<file path="config.mk">
export PLATFORM = sky130hd
export DESIGN_NAME = addressing_mode_decoder
export DESIGN_NICKNAME = d
export VERILOG_FILES = /design/src/hdl/amd_pkg.sv /design/src/hdl/addressing_mode_decoder.sv /design/src/hdl/amd_length.sv /design/src/hdl/amd_addr_calc.sv
export SDC_FILE = /design/constraint.sdc
export NUM_CORES = 1
export LEC_CHECK = 0
export ABC_AREA = 1
export BUFFER_PORTS_ARGS = -buffer_cell sky130_fd_sc_hd__buf_2
export CAP_MARGIN = 20
export CORE_MARGIN = 2
export CORE_UTILIZATION = 44
export DETAILED_ROUTE_END_ITERATION = 7
export HOLD_SLACK_MARGIN = 0.02
export PLACE_DENSITY_LB_ADDON = 0.3
export SKIP_CTS_REPAIR_TIMING = 1
export SYNTH_ARGS = -nofsm -noshare
export SYNTH_HDL_FRONTEND = slang
export SYNTH_SLANG_ARGS = --single-unit
</file>
<file path="constraint.sdc">
create_clock -name clk_i -period 1.9 [get_ports clk_i]
set_clock_uncertainty 0.15 [all_clocks]
set_input_delay 0.095 -clock clk_i [delete_from_list [all_inputs] [get_ports clk_i]]
set_output_delay 0.095 -clock clk_i [all_outputs]
set_load 0.01 [all_outputs]
</file>
<file path="src/hdl/amd_pkg.sv">
// constants and types shared by the addressing mode decoder
package amd_pkg;
   typedef enum logic [3:0] {
      MODE_INHERENT,
      MODE_IMMEDIATE,
      MODE_DIRECT_SHORT,
      MODE_DIRECT_LONG,
      MODE_INDEXED_NONE,
      MODE_INDEXED_SHORT,
      MODE_INDEXED_LONG,
      MODE_INDIRECT_SHORT,
      MODE_INDIRECT_LONG
   } addr_mode_t;

   typedef enum logic [1:0] {
      MASK_OP_NONE,
      MASK_OP_SET,
      MASK_OP_CLEAR
   } mask_op_t;

   localparam logic [1:0] MASK_LEVEL_SET = 2'h3;
   localparam logic [1:0] MASK_LEVEL_CLEAR = 2'h0;
   localparam logic [1:0] MASK_LEVEL_RESET = 2'h3;
   localparam logic [15:0] ADDR_RESET = 16'h0000;
   localparam logic [7:0] BYTE_RESET = 8'h00;
   localparam logic [2:0] LEN_ONE = 3'h1;
   localparam logic [2:0] LEN_TWO = 3'h2;
   localparam logic [2:0] LEN_THREE = 3'h3;
endpackage

</file>
<file path="src/hdl/addressing_mode_decoder.sv">
// operand fetch sequencer and effective address former for the 8-bit core
`timescale 1ns/100ps
module addressing_mode_decoder (
   input wire logic clk_i,
   input wire logic rst_n_i,
   input wire logic start_i,
   input wire amd_pkg::addr_mode_t mode_i,
   input wire amd_pkg::mask_op_t mask_op_i,
   input wire logic use_second_index_i,
   input wire logic [7:0] index_first_i,
   input wire logic [7:0] index_second_i,
   input wire logic byte_valid_i,
   input wire logic [7:0] byte_i,
   input wire logic mem_valid_i,
   input wire logic [7:0] mem_data_i,
   output logic fetch_req_o,
   output logic mem_req_o,
   output logic [15:0] mem_addr_o,
   output logic done_o,
   output logic [15:0] ea_o,
   output logic [7:0] imm_o,
   output logic imm_valid_o,
   output logic [2:0] length_o,
   output logic [1:0] int_mask_o,
   output logic busy_o
);
   typedef enum logic [2:0] {
      ST_IDLE,
      ST_FETCH_HI,
      ST_FETCH_LO,
      ST_PTR_HI,
      ST_PTR_LO,
      ST_DONE
   } fsm_t;

   typedef struct packed {
      fsm_t st;
      amd_pkg::addr_mode_t mode;
      logic [7:0] index;
      logic [15:0] word;
      logic [7:0] ptr_addr;
      logic fetch_req;
      logic mem_req;
      logic [15:0] mem_addr;
      logic done;
      logic [15:0] ea;
      logic [7:0] imm;
      logic imm_valid;
      logic [2:0] length;
      logic [1:0] int_mask;
      logic busy;
   } state_t;

   state_t s_q;
   state_t s_d;
   logic [2:0] len_w;
   logic [1:0] ops_w;
   logic [15:0] idx_sum_w;

   amd_length u_len (
      .mode_i(mode_i),
      .length_o(len_w),
      .operand_bytes_o(ops_w)
   );

   amd_addr_calc u_calc (
      .index_i(s_q.index),
      .offset_i(s_q.word),
      .ea_o(idx_sum_w)
   );

   // finish: publish address, immediate or nothing depending on mode
   function automatic state_t finish(input state_t s, input logic [15:0] word, input logic [15:0] sum);
      state_t r;
      r = s;
      r.st = ST_DONE;
      r.done = 1'b1;
      r.busy = 1'b0;
      r.fetch_req = 1'b0;
      r.mem_req = 1'b0;
      unique case (s.mode)
         amd_pkg::MODE_IMMEDIATE: begin
            r.imm = word[7:0];
            r.imm_valid = 1'b1;
         end
         amd_pkg::MODE_DIRECT_SHORT: r.ea = {8'h00, word[7:0]};
         amd_pkg::MODE_DIRECT_LONG: r.ea = word;
         amd_pkg::MODE_INDEXED_NONE,
         amd_pkg::MODE_INDEXED_SHORT,
         amd_pkg::MODE_INDEXED_LONG: r.ea = sum;
         amd_pkg::MODE_INDIRECT_SHORT: r.ea = {8'h00, word[7:0]};
         amd_pkg::MODE_INDIRECT_LONG: r.ea = word;
         default: r.ea = amd_pkg::ADDR_RESET; // inherent has no operand address
      endcase
      return r;
   endfunction

   // sequencer; operand bytes land in word, high byte first
   always_comb begin
      s_d = s_q;
      s_d.done = 1'b0;
      unique case (s_q.st)
         ST_IDLE, ST_DONE: begin
            s_d.st = ST_IDLE;
            s_d.busy = 1'b0;
            if (start_i) begin
               s_d.mode = mode_i;
               s_d.index = use_second_index_i ? index_second_i : index_first_i;
               s_d.word = amd_pkg::ADDR_RESET;
               s_d.length = len_w;
               s_d.imm_valid = 1'b0;
               s_d.busy = 1'b1;
               // mask change takes effect at the start of the instruction
               if (mask_op_i == amd_pkg::MASK_OP_SET) begin
                  s_d.int_mask = amd_pkg::MASK_LEVEL_SET;
               end else if (mask_op_i == amd_pkg::MASK_OP_CLEAR) begin
                  s_d.int_mask = amd_pkg::MASK_LEVEL_CLEAR;
               end
               if (ops_w == 2'h0) begin
                  s_d.st = ST_DONE;
                  s_d.done = 1'b1;
                  s_d.busy = 1'b0;
                  s_d.ea = (mode_i == amd_pkg::MODE_INDEXED_NONE) ? {8'h00, s_d.index} : amd_pkg::ADDR_RESET;
               end else begin
                  s_d.st = (ops_w == 2'h2) ? ST_FETCH_HI : ST_FETCH_LO;
                  s_d.fetch_req = 1'b1;
               end
            end
         end
         ST_FETCH_HI: begin
            if (byte_valid_i) begin
               s_d.word[15:8] = byte_i;
               s_d.st = ST_FETCH_LO;
            end
         end
         ST_FETCH_LO: begin
            if (byte_valid_i) begin
               s_d.word[7:0] = byte_i;
               s_d.fetch_req = 1'b0;
               if (s_q.mode == amd_pkg::MODE_INDIRECT_SHORT || s_q.mode == amd_pkg::MODE_INDIRECT_LONG) begin
                  s_d.ptr_addr = byte_i;
                  s_d.mem_req = 1'b1;
                  s_d.mem_addr = {8'h00, byte_i};
                  s_d.word = amd_pkg::ADDR_RESET;
                  s_d.st = (s_q.mode == amd_pkg::MODE_INDIRECT_LONG) ? ST_PTR_HI : ST_PTR_LO;
               end else begin
                  s_d.st = ST_DONE;
               end
            end
         end
         ST_PTR_HI: begin
            if (mem_valid_i) begin
               s_d.word[15:8] = mem_data_i;
               s_d.mem_addr = {8'h00, 8'(s_q.ptr_addr + 8'h01)};
               s_d.st = ST_PTR_LO;
            end
         end
         ST_PTR_LO: begin
            if (mem_valid_i) begin
               s_d.word[7:0] = mem_data_i;
               s_d.mem_req = 1'b0;
               s_d.st = ST_DONE;
            end
         end
         default: s_d.st = ST_IDLE;
      endcase
      // operand complete: form the result one cycle later through the adder
      if (s_q.st != ST_DONE && s_d.st == ST_DONE && s_q.busy) begin
         s_d.st = ST_DONE;
      end
      if (s_q.st == ST_DONE && s_q.busy) begin
         s_d = finish(s_q, s_q.word, idx_sum_w);
      end
   end

   // s_d.busy stays set through the extra adder cycle for fetched modes
   always_ff @(posedge clk_i or negedge rst_n_i) begin
      if (!rst_n_i) begin
         s_q <= '{st: ST_IDLE, mode: amd_pkg::MODE_INHERENT, index: amd_pkg::BYTE_RESET,
                  word: amd_pkg::ADDR_RESET, ptr_addr: amd_pkg::BYTE_RESET, fetch_req: 1'b0,
                  mem_req: 1'b0, mem_addr: amd_pkg::ADDR_RESET, done: 1'b0, ea: amd_pkg::ADDR_RESET,
                  imm: amd_pkg::BYTE_RESET, imm_valid: 1'b0, length: amd_pkg::LEN_ONE,
                  int_mask: amd_pkg::MASK_LEVEL_RESET, busy: 1'b0};
      end else begin
         s_q <= s_d;
      end
   end

   assign fetch_req_o = s_q.fetch_req;
   assign mem_req_o = s_q.mem_req;
   assign mem_addr_o = s_q.mem_addr;
   assign done_o = s_q.done;
   assign ea_o = s_q.ea;
   assign imm_o = s_q.imm;
   assign imm_valid_o = s_q.imm_valid;
   assign length_o = s_q.length;
   assign int_mask_o = s_q.int_mask;
   assign busy_o = s_q.busy;
endmodule // addressing_mode_decoder

</file>
<file path="src/hdl/amd_length.sv">
// instruction length and operand byte count per addressing mode
`timescale 1ns/100ps
module amd_length (
   input wire amd_pkg::addr_mode_t mode_i,
   output logic [2:0] length_o,
   output logic [1:0] operand_bytes_o
);
   // operand bytes after the opcode; length is that plus the opcode
   always_comb begin
      unique case (mode_i)
         amd_pkg::MODE_INHERENT,
         amd_pkg::MODE_INDEXED_NONE: begin
            length_o = amd_pkg::LEN_ONE;
         end
         amd_pkg::MODE_DIRECT_LONG,
         amd_pkg::MODE_INDEXED_LONG: begin
            length_o = amd_pkg::LEN_THREE;
         end
         default: begin
            length_o = amd_pkg::LEN_TWO;
         end
      endcase
      operand_bytes_o = 2'(length_o - amd_pkg::LEN_ONE);
   end
endmodule // amd_length

</file>
<file path="src/hdl/amd_addr_calc.sv">
// effective address arithmetic for the indexed modes
`timescale 1ns/100ps
module amd_addr_calc (
   input wire logic [7:0] index_i,
   input wire logic [15:0] offset_i,
   output logic [15:0] ea_o
);
   // unsigned add, carry above bit 15 discarded to stay in 64 Kbyte
   always_comb begin
      logic [16:0] sum;
      sum = {9'h000, index_i} + {1'h0, offset_i};
      ea_o = sum[15:0];
   end
endmodule // amd_addr_calc

</file>
==> impl_metrics.yaml, run 1 <==
worst_setup_path:
  start_kind: "register"
  critPathKind: "register to register"
  timing.critical_path.required_ns: 2.01
  critical_path.max_fanout: 3
  critPathArrivalTime_ns: 2.09
  critPathCaptureType: "register"
yosys:
  synthesis.area_um2: 4860
  number_of_distinct_library_cells_after_synthesis: 38
  syn-mean-instance-area_um2: 7.30
  share_of_the_yosys_chip_area_belonging_to_registers_pct: 40.7
  syn-instance-count: 666
  yosys_warnings: 0
  postSynth.asyncResetShare_pct: 100
  synth_enable_flop_cells: 0
  ys_ff_latch: 79
  synth_top_flop_cell: "dfrtp_1"
power_and_ir_drop:
  power_per_cell_area_nw_per_um2: 1460
  power_frac_seq_pct: 30.5
  intPower_mw: 5.49
  combPwrFrac_pct: 53.9
  vdd.ir_drop.worst_mv: 0.683
  p_leak_nw: 3.40
  clock_power_share_pct: 15.6
  p_switching_mw: 3.99
  switching_share_pct: 42.1
cells_and_area:
  post_route_cells_drive_above_1_share_pct: 29.6
  instances_no_fill: 944
  area_growth_syn_to_layout_pct: 33.4
  n_fill_cell: 936
  most_frequent_standard_cell_in_the_layout_excluding_fill_and_tap_cells: "nand2_1"
  antenna-diode-count: 0
  final_core_util_pct: 60.1
  mostFrequentLayoutCells: "nand2_1 (205), buf_2 (83), dfrtp_1 (76), inv_1 (71), o21ai_0 (51)"
  num-nets-final: 854
detailed_routing:
  drtIter0Drc: 341
  final_antenna_net_count: 0
  route.vias.total: 4803
  wl_mm: 13.9
  drc: 0
  post_drt_wl_per_cell_um: 14.7
  vias_per_cell: 5.09
  detailedRoute.firstPassIterationCount: 6
sta:
  slew_violations: 0
  fin_worst_hold_slack_ns: -0.0359
  timing_worst_slew_pin_value_ns: 0.524
  hold_viol_final: 3
  fin_crit_sh_pct: 104
  slew_headroom_pct: 65.1
  final.setup.worst_slack_ns: -0.0763
  max_freq_ghz: 0.506
  finalSetupViolCount: 13
  fin_crit_ns: 1.98
  rsz0062_at_grt: "true"
place:
  replace_congestion: 0.960
  buffer_ports.inserted: 84
  hpwl_mm: 9.65
  dpl.cell_count: 875
clock_network:
  cts_tree: "yes"
  cts_inserted_buffers: 9
  cts-root-to-sink-buffers: 2
  cts.reportedPaths.clkPinSlew_ns: 0.09
  root_buffer: "clkbuf_8"
  clkSinkCount: 79
  worstSkewPairLatency_ns: 0.37
  h-tree-depth: 3
floorplanning:
  placeable_core_region_um2: 10800
  die_w_um: 109
  ios: 94
  floorplan.initialDensity_pct: 45.1
  die-area_um2: 11900
  die_h_um: 109
  row_count: 38
job:
  cap_violations: 0
global_routing:
  gr-usage-all-layers_pct: 22.0
  largest_net_degree_at_the_start_of_global_routing: 40
  first_global_vias: 4295
  total_overflow_reported_by_the_global_router: 0
  antenna_found_initial: 0
  global_route_wire_length_before_repair_mm: 20.1
run_status:
  failing_checks: "hold timing, setup timing"
  status: "finished, violations left"
hold_path:
  worstHoldPathType: "primary input to register"
[flip-flops by register name, summed over array words and instances (netlist names), 2 cells and up]
signal	flops
ea_o	16
imm_o	8
length_o	2
mem_addr_o	8
s_q	39
[synthesized netlist by cell type (10+ instances only)]
cell / number / area share (%)
inv_1: 79 / 6.1
ha_1: 10 / 2.6
o21ai_0: 63 / 6.5
clkbuf_1: 10 / 0.77
nand2_1: 226 / 17
buf_4: 47 / 7.3
o22ai_1: 18 / 2.3
a21oi_1: 26 / 2.7
nand3_1: 24 / 2.5
dfrtp_1: 77 / 40
nor2_1: 34 / 2.6
[worst paths after layout]
| kind | endpoint | slack, ns | start | depth (start not counted) |
|---|---|---|---|---|
| worst max-delay path | ea_o[6]$_DFFE_PN0P_ | -0.08 | s_q[74]$_DFFE_PN0P_ | 14 |
| worst min-delay path | ea_o[6]$_DFFE_PN0P_ | -0.04 | index_second_i[6] | 5 |
| worst max register to register | ea_o[6]$_DFFE_PN0P_ | -0.08 | s_q[74]$_DFFE_PN0P_ | 14 |
| worst min register to register | length_o[0]$_DFFE_PN1P_ | 0.32 | length_o[0]$_DFFE_PN1P_ | 2 |
| max in group asynchronous | ea_o[11]$_DFFE_PN0P_ | 0.95 | rst_n_i | 3 |
| min in group asynchronous | ea_o[6]$_DFFE_PN0P_ | 0.08 | rst_n_i | 2 |
[cells by family after synthesis]
| logic type | count (synthesis) | share of synthesized area [%] |
|---|---|---|
| fa+ha+maj | 11 | 2.98 |
| compound gates | 124 | 14.5 |
| simple gates | 305 | 25.8 |
| other cells | 1 | 0.0771 |
| flops | 79 | 40.7 |
| buf+inv | 139 | 14.7 |
| xor+xnor | 6 | 1.08 |
| mux | 1 | 0.231 |
[metal layers]
| layer | vias up | share of wire (%) | track usage (%) |
|---|---|---|---|
| li1 | 2344 | - | - |
| met1 | 2284 | 43 | 29.1 |
| met2 | 148 | 50 | 36.3 |
| met3 | 27 | 5.1 | 4.36 |
| met4 | 0 | 2.0 | 6.50 |
| met5 | - | 0 | 0 |
[power groups by stage]
stage	registers (mW)	logic [mW]	clock network (mW)
after CTS	2.81	3.91	1.51
after global placement	2.81	3.81	0
final	2.89	5.11	1.48
after floorplan	2.72	2.86	0
after detailed placement	2.84	3.88	0
after global routing	2.96	5.62	1.57
[metrics by stage]
| step | power (mW) | setup TNS [ns] | cell area (um^2) | setup WS, ns | hold WS [ns] |
|---|---|---|---|---|---|
| after floorplan | 5.58 | 0 | 4900 | 0.0114 | -0.351 |
| after global placement | 6.62 | -0.360 | 5390 | -0.117 | -0.0541 |
| after detailed placement | 6.72 | -2.00 | 5390 | -0.161 | -0.0408 |
| after CTS | 8.23 | -2.42 | 5620 | -0.186 | -0.447 |
| after global routing | 10.1 | -2.24 | 6490 | -0.208 | 0.0175 |
| final | 9.48 | -0.444 | 6490 | -0.0763 | -0.0359 |
[cell type report]
type / instances / area [um^2] / share of cell area (%)
Clock buffer: 12 / 155 / 2.39
Clock inverter: 4 / 76.3 / 1.18
Inverter: 79 / 297 / 4.57
Multi-Input combinational cell: 456 / 2510 / 38.7
Sequential cell: 79 / 1980 / 30.5
Tap cell: 140 / 175 / 2.70
Timing Repair Buffer: 174 / 1290 / 19.9
[worst max-delay path, cell delays in order, from the launching register on]
cell and delay, ns:
dfrtp_1 0.36, ha_2 0.19, inv_2 0.04, fa_2 0.36
inv_2 0.07, nand3_2 0.06, nand2_2 0.10, nand2_2 0.05
nand2_2 0.07, buf_4 0.11, nand2_1 0.04, nand2_1 0.06
o22ai_2 0.06, nand2_1 0.07, nand3_1 0.06
Note: power is estimated with default switching activity, not from simulation.
==> inputs of run 2 (changes only) <==
CELL_PAD_IN_SITES_DETAIL_PLACEMENT = 0   (was unset)
CELL_PAD_IN_SITES_GLOBAL_PLACEMENT = 1   (was unset)
CORE_UTILIZATION = 36   (was 44)
==> run 2 against run 1 <==
Against the previous run: register-to-register slack got worse by 0.05 ns; maximum frequency fell by 2.7%; the run still ends with hold timing, setup timing left; worst hold slack improved by 0.022 ns; largest cell class unchanged.
==> impl_metrics.yaml, run 2 (synthesized netlist as in run 1, its figures left out) <==
run_status:
  status: "finished, violations left"
  failing_checks: "hold timing, setup timing"
floorplanning:
  placeable_core_region_um2: 13200
  die_h_um: 120
  row_count: 42
  ios: 94
  floorplan.initialDensity_pct: 36.7
  die-area_um2: 14500
  die_w_um: 120
clock_network:
  clkSinkCount: 79
  cts_tree: "yes"
  root_buffer: "clkbuf_16"
  cts_inserted_buffers: 9
  cts.reportedPaths.clkPinSlew_ns: 0.06
  h-tree-depth: 3
  worstSkewPairLatency_ns: 0.34
  cts-root-to-sink-buffers: 2
sta:
  fin_crit_sh_pct: 107
  fin_crit_ns: 2.03
  max_freq_ghz: 0.492
  finalSetupViolCount: 5
  fin_worst_hold_slack_ns: -0.0143
  rsz0062_at_grt: "true"
  hold_viol_final: 2
  final.setup.worst_slack_ns: -0.131
  accumulated_negative_setup_slack_ns: -0.431
  slew_violations: 0
global_routing:
  global_route_wire_length_before_repair_mm: 21.6
  gr-usage-all-layers_pct: 19.2
  total_overflow_reported_by_the_global_router: 0
  first_global_vias: 4475
  largest_net_degree_at_the_start_of_global_routing: 33
  antenna_found_initial: 0
power_and_ir_drop:
  switching_share_pct: 40.5
  vdd.ir_drop.worst_mv: 0.979
  clock_power_share_pct: 18.6
  intPower_mw: 5.80
  power_frac_seq_pct: 29.5
  power_per_cell_area_nw_per_um2: 1500
  combPwrFrac_pct: 51.9
  p_leak_nw: 3.38
  p_switching_mw: 3.95
hold_path:
  hp-start: "index_first_i[2]"
  worstHoldPathType: "primary input to register"
  min_path_cells: 5
  hold_end: "ea_o[2]$_DFFE_PN0P_"
worst_setup_path:
  timing.critical_path.required_ns: 1.98
  critPathCaptureType: "register"
  start_kind: "register"
  timing.rr.end: "ea_o[14]$_DFFE_PN0P_"
  critPathKind: "register to register"
  critical_path.max_fanout: 4
  r2r-start: "s_q[74]$_DFFE_PN0P_"
  critPathArrivalTime_ns: 2.11
  setup.reg_to_reg.worst_slack_ns: -0.13
  r2r_cells: 15
cells_and_area:
  antenna-diode-count: 0
  mostFrequentLayoutCells: "nand2_1 (203), buf_2 (83), dfrtp_1 (76), inv_1 (70), buf_4 (54)"
  area_taken_by_multi_input_logic_gates_um2: 2460
  post_route_cells_drive_above_1_share_pct: 30.2
  num-nets-final: 847
  most_frequent_standard_cell_in_the_layout_excluding_fill_and_tap_cells: "nand2_1"
  max_flop_register: "s_q"
  register_area_um2: 1980
  n_fill_cell: 1358
  layout.cell_area.non_filler_um2: 6490
  area_growth_syn_to_layout_pct: 33.4
  largest_register_ff_count: 39
detailed_routing:
  wl_mm: 14.1
  vias_per_cell: 4.84
  top_layer_used: "met4"
  post_drt_wl_per_cell_um: 14.5
  route.vias.total: 4707
  drtIter0Drc: 264
  wl_met1_mm: 6.18
  detailedRoute.firstPassIterationCount: 5
  met2_wirelength_mm: 7.09
  routed_wl_met3_um: 609
  drc: 0
  final_antenna_net_count: 0
place:
  buffer_ports.inserted: 84
  hpwl_mm: 10.6
  replace_congestion: 0.927
  placedInstanceArea_um2: 5510
job:
  cap_violations: 0
[run 2: cell count changes in the layout (fill, tap and decap cells not counted), moves of 3 or more]
cell,before,now
clkbuf_8,11,0
buf_4,47,54
o21ai_0,51,48
clkbuf_16,2,10
o22ai_1,12,18
o21ai_2,8,5
dlygate4sd3_1,34,21
nor2_2,5,8
o22ai_2,7,1
o21ai_1,6,12
[run 2: stage by stage]
| stage | utilization (%) | hold slack (ns) | instances | setup WS [ns] | total power [mW] |
|---|---|---|---|---|---|
| 2_1_floorplan | - | -0.351 | 674 | 0.0114 | 5.58 |
| 3_5_place_dp | 41.6 | -0.0751 | 919 | -0.186 | 6.91 |
| 3_3_place_gp | 41.6 | -0.0799 | 919 | -0.122 | 6.83 |
| 5_1_grt | 49.0 | 0.0202 | 973 | -0.302 | 10.5 |
| 4_1_cts | 44.0 | -0.444 | 935 | -0.193 | 8.78 |
| 6_report | 49.0 | -0.0143 | 973 | -0.131 | 9.76 |
[run 2: worst max-delay path by stage]
stage	from	end	slack [ns]	cells after the start
6_report	s_q[74]$_DFFE_PN0P_	ea_o[14]$_DFFE_PN0P_	-0.13	15
5_1_grt	s_q[74]$_DFFE_PN0P_	ea_o[14]$_DFFE_PN0P_	-0.30	15
4_1_cts	s_q[58]$_DFFE_PN0P_	ea_o[14]$_DFFE_PN0P_	-0.19	15
3_5_place_dp	s_q[58]$_DFFE_PN0P_	ea_o[14]$_DFFE_PN0P_	-0.19	15
3_3_place_gp	s_q[58]$_DFFE_PN0P_	ea_o[14]$_DFFE_PN0P_	-0.12	15
2_1_floorplan	s_q[58]$_DFFE_PN0P_	ea_o[14]$_DFFE_PN0P_	0.01	15
[run 2: metal layers]
layer	GRT usage, %	vias to the layer above
li1	-	2340
met1	24.2	2235
met2	32.5	120
met3	4.72	12
met4	5.67	0
met5	0	-
[run 2: power groups by stage]
stage,combinational (mW),clock (mW),sequential [mW]
floorplan,2.86,0,2.72
global placement,4.03,0,2.80
detailed placement,4.08,0,2.83
CTS,4.10,1.87,2.80
global route,5.58,1.94,2.96
finish,5.06,1.82,2.88
[run 2: cell type report]
class / instances / share of cell area [%]
clock inverters: 6 / 1.31
clock buffers: 10 / 3.53
inverters: 79 / 4.67
multi-input cells: 456 / 38.0
well taps: 176 / 3.39
flip-flops and latches: 79 / 30.5
repair buffers: 167 / 18.6
[run 2: worst max-delay path: stages (launching register included)]
cell	delay (ns)
dfrtp_1	0.36
ha_2	0.19
inv_2	0.04
fa_2	0.39
inv_2	0.07
nand3_2	0.06
nand2_2	0.10
nand2_2	0.06
nand2_2	0.08
nand2_2	0.08
nand2_4	0.08
nand3_2	0.06
nand2_1	0.07
nand2_1	0.04
nand2_1	0.06
nand2_1	0.04
==> inputs of run 3 (changes only) <==
ABC_AREA = 0   (was 1)
CORE_UTILIZATION = 38   (was 36)
==> run 3 against run 2 <==
Against the previous run: largest power group unchanged; area after synthesis shrank 2.0%; final cell count shrank 14%; sequential share of layout area shrank 1.6 points; the flow still finishes with violations (hold timing, setup timing); sequential power grew 3%; critical endpoint is now ea_o[12]$_DFFE_PN0P_; die area shrank 6.9%.
==> impl_metrics.yaml, run 3 <==
clock_network:
  worstSkewPairLatency_ns: 0.34
  cts_tree: "yes"
  cts_inserted_buffers: 9
  root_buffer: "clkbuf_16"
  cts.reportedPaths.clkPinSlew_ns: 0.06
  h-tree-depth: 3
  cts-root-to-sink-buffers: 2
  clkSinkCount: 79
floorplanning:
  die_h_um: 116
  floorplan.initialDensity_pct: 39.4
  die-area_um2: 13500
  die_w_um: 116
  placeable_core_region_um2: 12100
  row_count: 40
  ios: 94
worst_setup_path:
  critical_path.cell_chain: "ha_2, inv_2, fa_2, o21ai_2, a41oi_2, a211o_1, a21o_1, a221o_1"
  critPathCaptureType: "register"
  start_kind: "register"
  timing.critical_path.required_ns: 1.97
  critPathMaxStageDelay_ns: 0.36
  slowest_cell_on_the_critical_path: "dfrtp_1"
  critPathArrivalTime_ns: 2.34
  critPathKind: "register to register"
  critical_path.max_fanout: 3
yosys:
  yosysMostFrequentCell: "dfrtp_1"
  share_of_the_yosys_chip_area_belonging_to_registers_pct: 41.5
  yosys_warnings: 0
  postSynth.asyncResetShare_pct: 100
  syn-mean-instance-area_um2: 9.69
  synthesis.area_um2: 4770
  synth_largest_type_area_fraction_pct: 40.4
  number_of_distinct_library_cells_after_synthesis: 71
  synth_enable_flop_cells: 0
  ys_ff_latch: 79
  top_cell_type_by_total_area_after_synthesis: "dfrtp_1"
  synth_top_cells_by_area: "dfrtp_1 (40%), buf_4 (7.6%), nand2_1 (5.2%), mux2_1 (4.2%), o21ai_0 (2.7%)"
  synth_top_flop_cell: "dfrtp_1"
  top_cells_by_instance_count_after_synthesis: "dfrtp_1 (77), nand2_1 (66), buf_4 (48)"
  syn-instance-count: 492
detailed_routing:
  post_drt_wl_per_cell_um: 16.0
  drtIter0Drc: 258
  drc: 0
  route.vias.total: 4242
  final_antenna_net_count: 0
  detailedRoute.firstPassIterationCount: 4
  wl_mm: 13.4
  vias_per_cell: 5.08
hold_path:
  worstHoldPathType: "primary input to register"
sta:
  rsz0062_at_grt: "true"
  fin_worst_hold_slack_ns: -0.0224
  accumulated_negative_setup_slack_ns: -2.52
  finalSetupViolCount: 26
  max_freq_ghz: 0.442
  timing_worst_slew_pin_value_ns: 0.513
  fin_crit_ns: 2.26
  slew_violations: 0
  final.setup.worst_slack_ns: -0.364
  slew_headroom_pct: 65.8
  fin_crit_sh_pct: 119
  hold_viol_final: 2
power_and_ir_drop:
  vdd.ir_drop.worst_mv: 0.765
  p_leak_nw: 3.29
  design_power_total_mw: 9.90
  power_per_cell_area_nw_per_um2: 1440
run_status:
  status: "finished, violations left"
  failing_checks: "hold timing, setup timing"
cells_and_area:
  area_growth_syn_to_layout_pct: 43.8
  layout.cell_area.non_filler_um2: 6860
  mostFrequentLayoutCells: "buf_2 (84), dfrtp_1 (74), buf_4 (74), nand2_1 (54), dlygate4sd3_1 (38)"
  n_fill_cell: 1065
  max_flop_register: "s_q"
  most_frequent_standard_cell_in_the_layout_excluding_fill_and_tap_cells: "buf_2"
  post_route_cells_drive_above_1_share_pct: 42.9
  largest_register_ff_count: 39
  num-nets-final: 717
place:
  replace_congestion: 0.876
  hpwl_mm: 9.69
  placedInstanceArea_um2: 5700
  buffer_ports.inserted: 84
global_routing:
  global_route_wire_length_before_repair_mm: 20.3
  busiest_layer: "met2"
  gr-usage-met2_pct: 30.6
  gr-usage-all-layers_pct: 19.6
  gr-usage-met1_pct: 27.0
  first_global_vias: 3942
  antenna_found_initial: 0
  total_overflow_reported_by_the_global_router: 0
  largest_net_degree_at_the_start_of_global_routing: 44
  use_met3_pct: 4.76
job:
  cap_violations: 0
run 3: changes by cell type in the layout (fill, tap and decap cells not counted), moves of 13 or more:
cell and change:
a22oi_1 +15, buf_6 +16, o21ai_0 -30, buf_4 +20, nand2_2 -13, nor2_1 -14, o22ai_1 -16, dlygate4sd3_1 +17
nand2_1 -149, inv_1 -62
run 3: cell type report:
class | instances | area, um^2 | share of cell area [%]
inverter | 9 | 33.8 | 0.493
timing repair buffer | 219 | 1670 | 24.3
antenna | 1 | 2.50 | 0.0365
clock buffer | 14 | 254 | 3.70
sequential | 79 | 1980 | 28.9
tap | 168 | 210 | 3.07
multi-input combinational | 344 | 2700 | 39.4
clock inverter | 1 | 5.00 | 0.0730
run 3: cells by family (layout without fill, tap and decap cells):
group,count (synthesis),after routing,synth area share [%]
and+or+nand+nor,142,142,15.0
AOI/OAI and AO/OA,131,131,19.2
DFF,79,79,41.5
buffers and inverters,77,243,10.2
muxes,38,38,8.66
xor gates and xnor gates,13,13,2.39
adders and majority gates,11,11,3.04
other,1,10,0.0786
run 3: worst paths after layout:
kind                                            to  slack (ns)                     from  depth (start not counted)
max reg2reg                   ea_o[12]$_DFFE_PN0P_       -0.36      s_q[58]$_DFFE_PN0P_                          8
max                           ea_o[12]$_DFFE_PN0P_       -0.36      s_q[58]$_DFFE_PN0P_                          8
max in group asynchronous  length_o[0]$_DFFE_PN1P_        0.83                  rst_n_i                          3
min in group asynchronous      ea_o[4]$_DFFE_PN0P_        0.11                  rst_n_i                          2
min reg2reg                length_o[1]$_DFFE_PN0P_        0.33  length_o[1]$_DFFE_PN0P_                          2
min                            s_q[80]$_DFFE_PN0P_       -0.02         index_first_i[6]                          3
run 3: power by group:
group          switching (mW)  internal [mW]  leakage [nW]
Sequential              0.607           2.37          1.04
Clock                   0.640          0.912         0.127
Combinational            2.51           2.86          2.13
run 3: routing by layer:
layer  wire length [um]  share of wire, %
met5                  0                 0
met4                227               1.7
met3                529               4.0
met2               6360                48
met1               6240                47
run 3: worst max-delay path: cells and delay by family (launching register included):
kind | cells | cell delay, ns
AO/OA/AOI/OAI | 5 | 1.06
adder cells (fa/ha/maj) | 2 | 0.54
flip-flops | 1 | 0.36
buffers and inverters | 1 | 0.04
run 3: stage by stage:
| stage | std cells | hold slack (ns) | util, % | worst slack, ns |
|---|---|---|---|---|
| after detailed placement | 763 | -0.0458 | 47.0 | -0.355 |
| after global routing | 834 | 0.0268 | 56.6 | -0.449 |
| after floorplan | 500 | -0.351 | - | -0.290 |
| after global placement | 763 | -0.0540 | 47.0 | -0.340 |
| final | 835 | -0.0224 | 56.6 | -0.364 |
| after CTS | 778 | -0.413 | 49.2 | -0.387 |
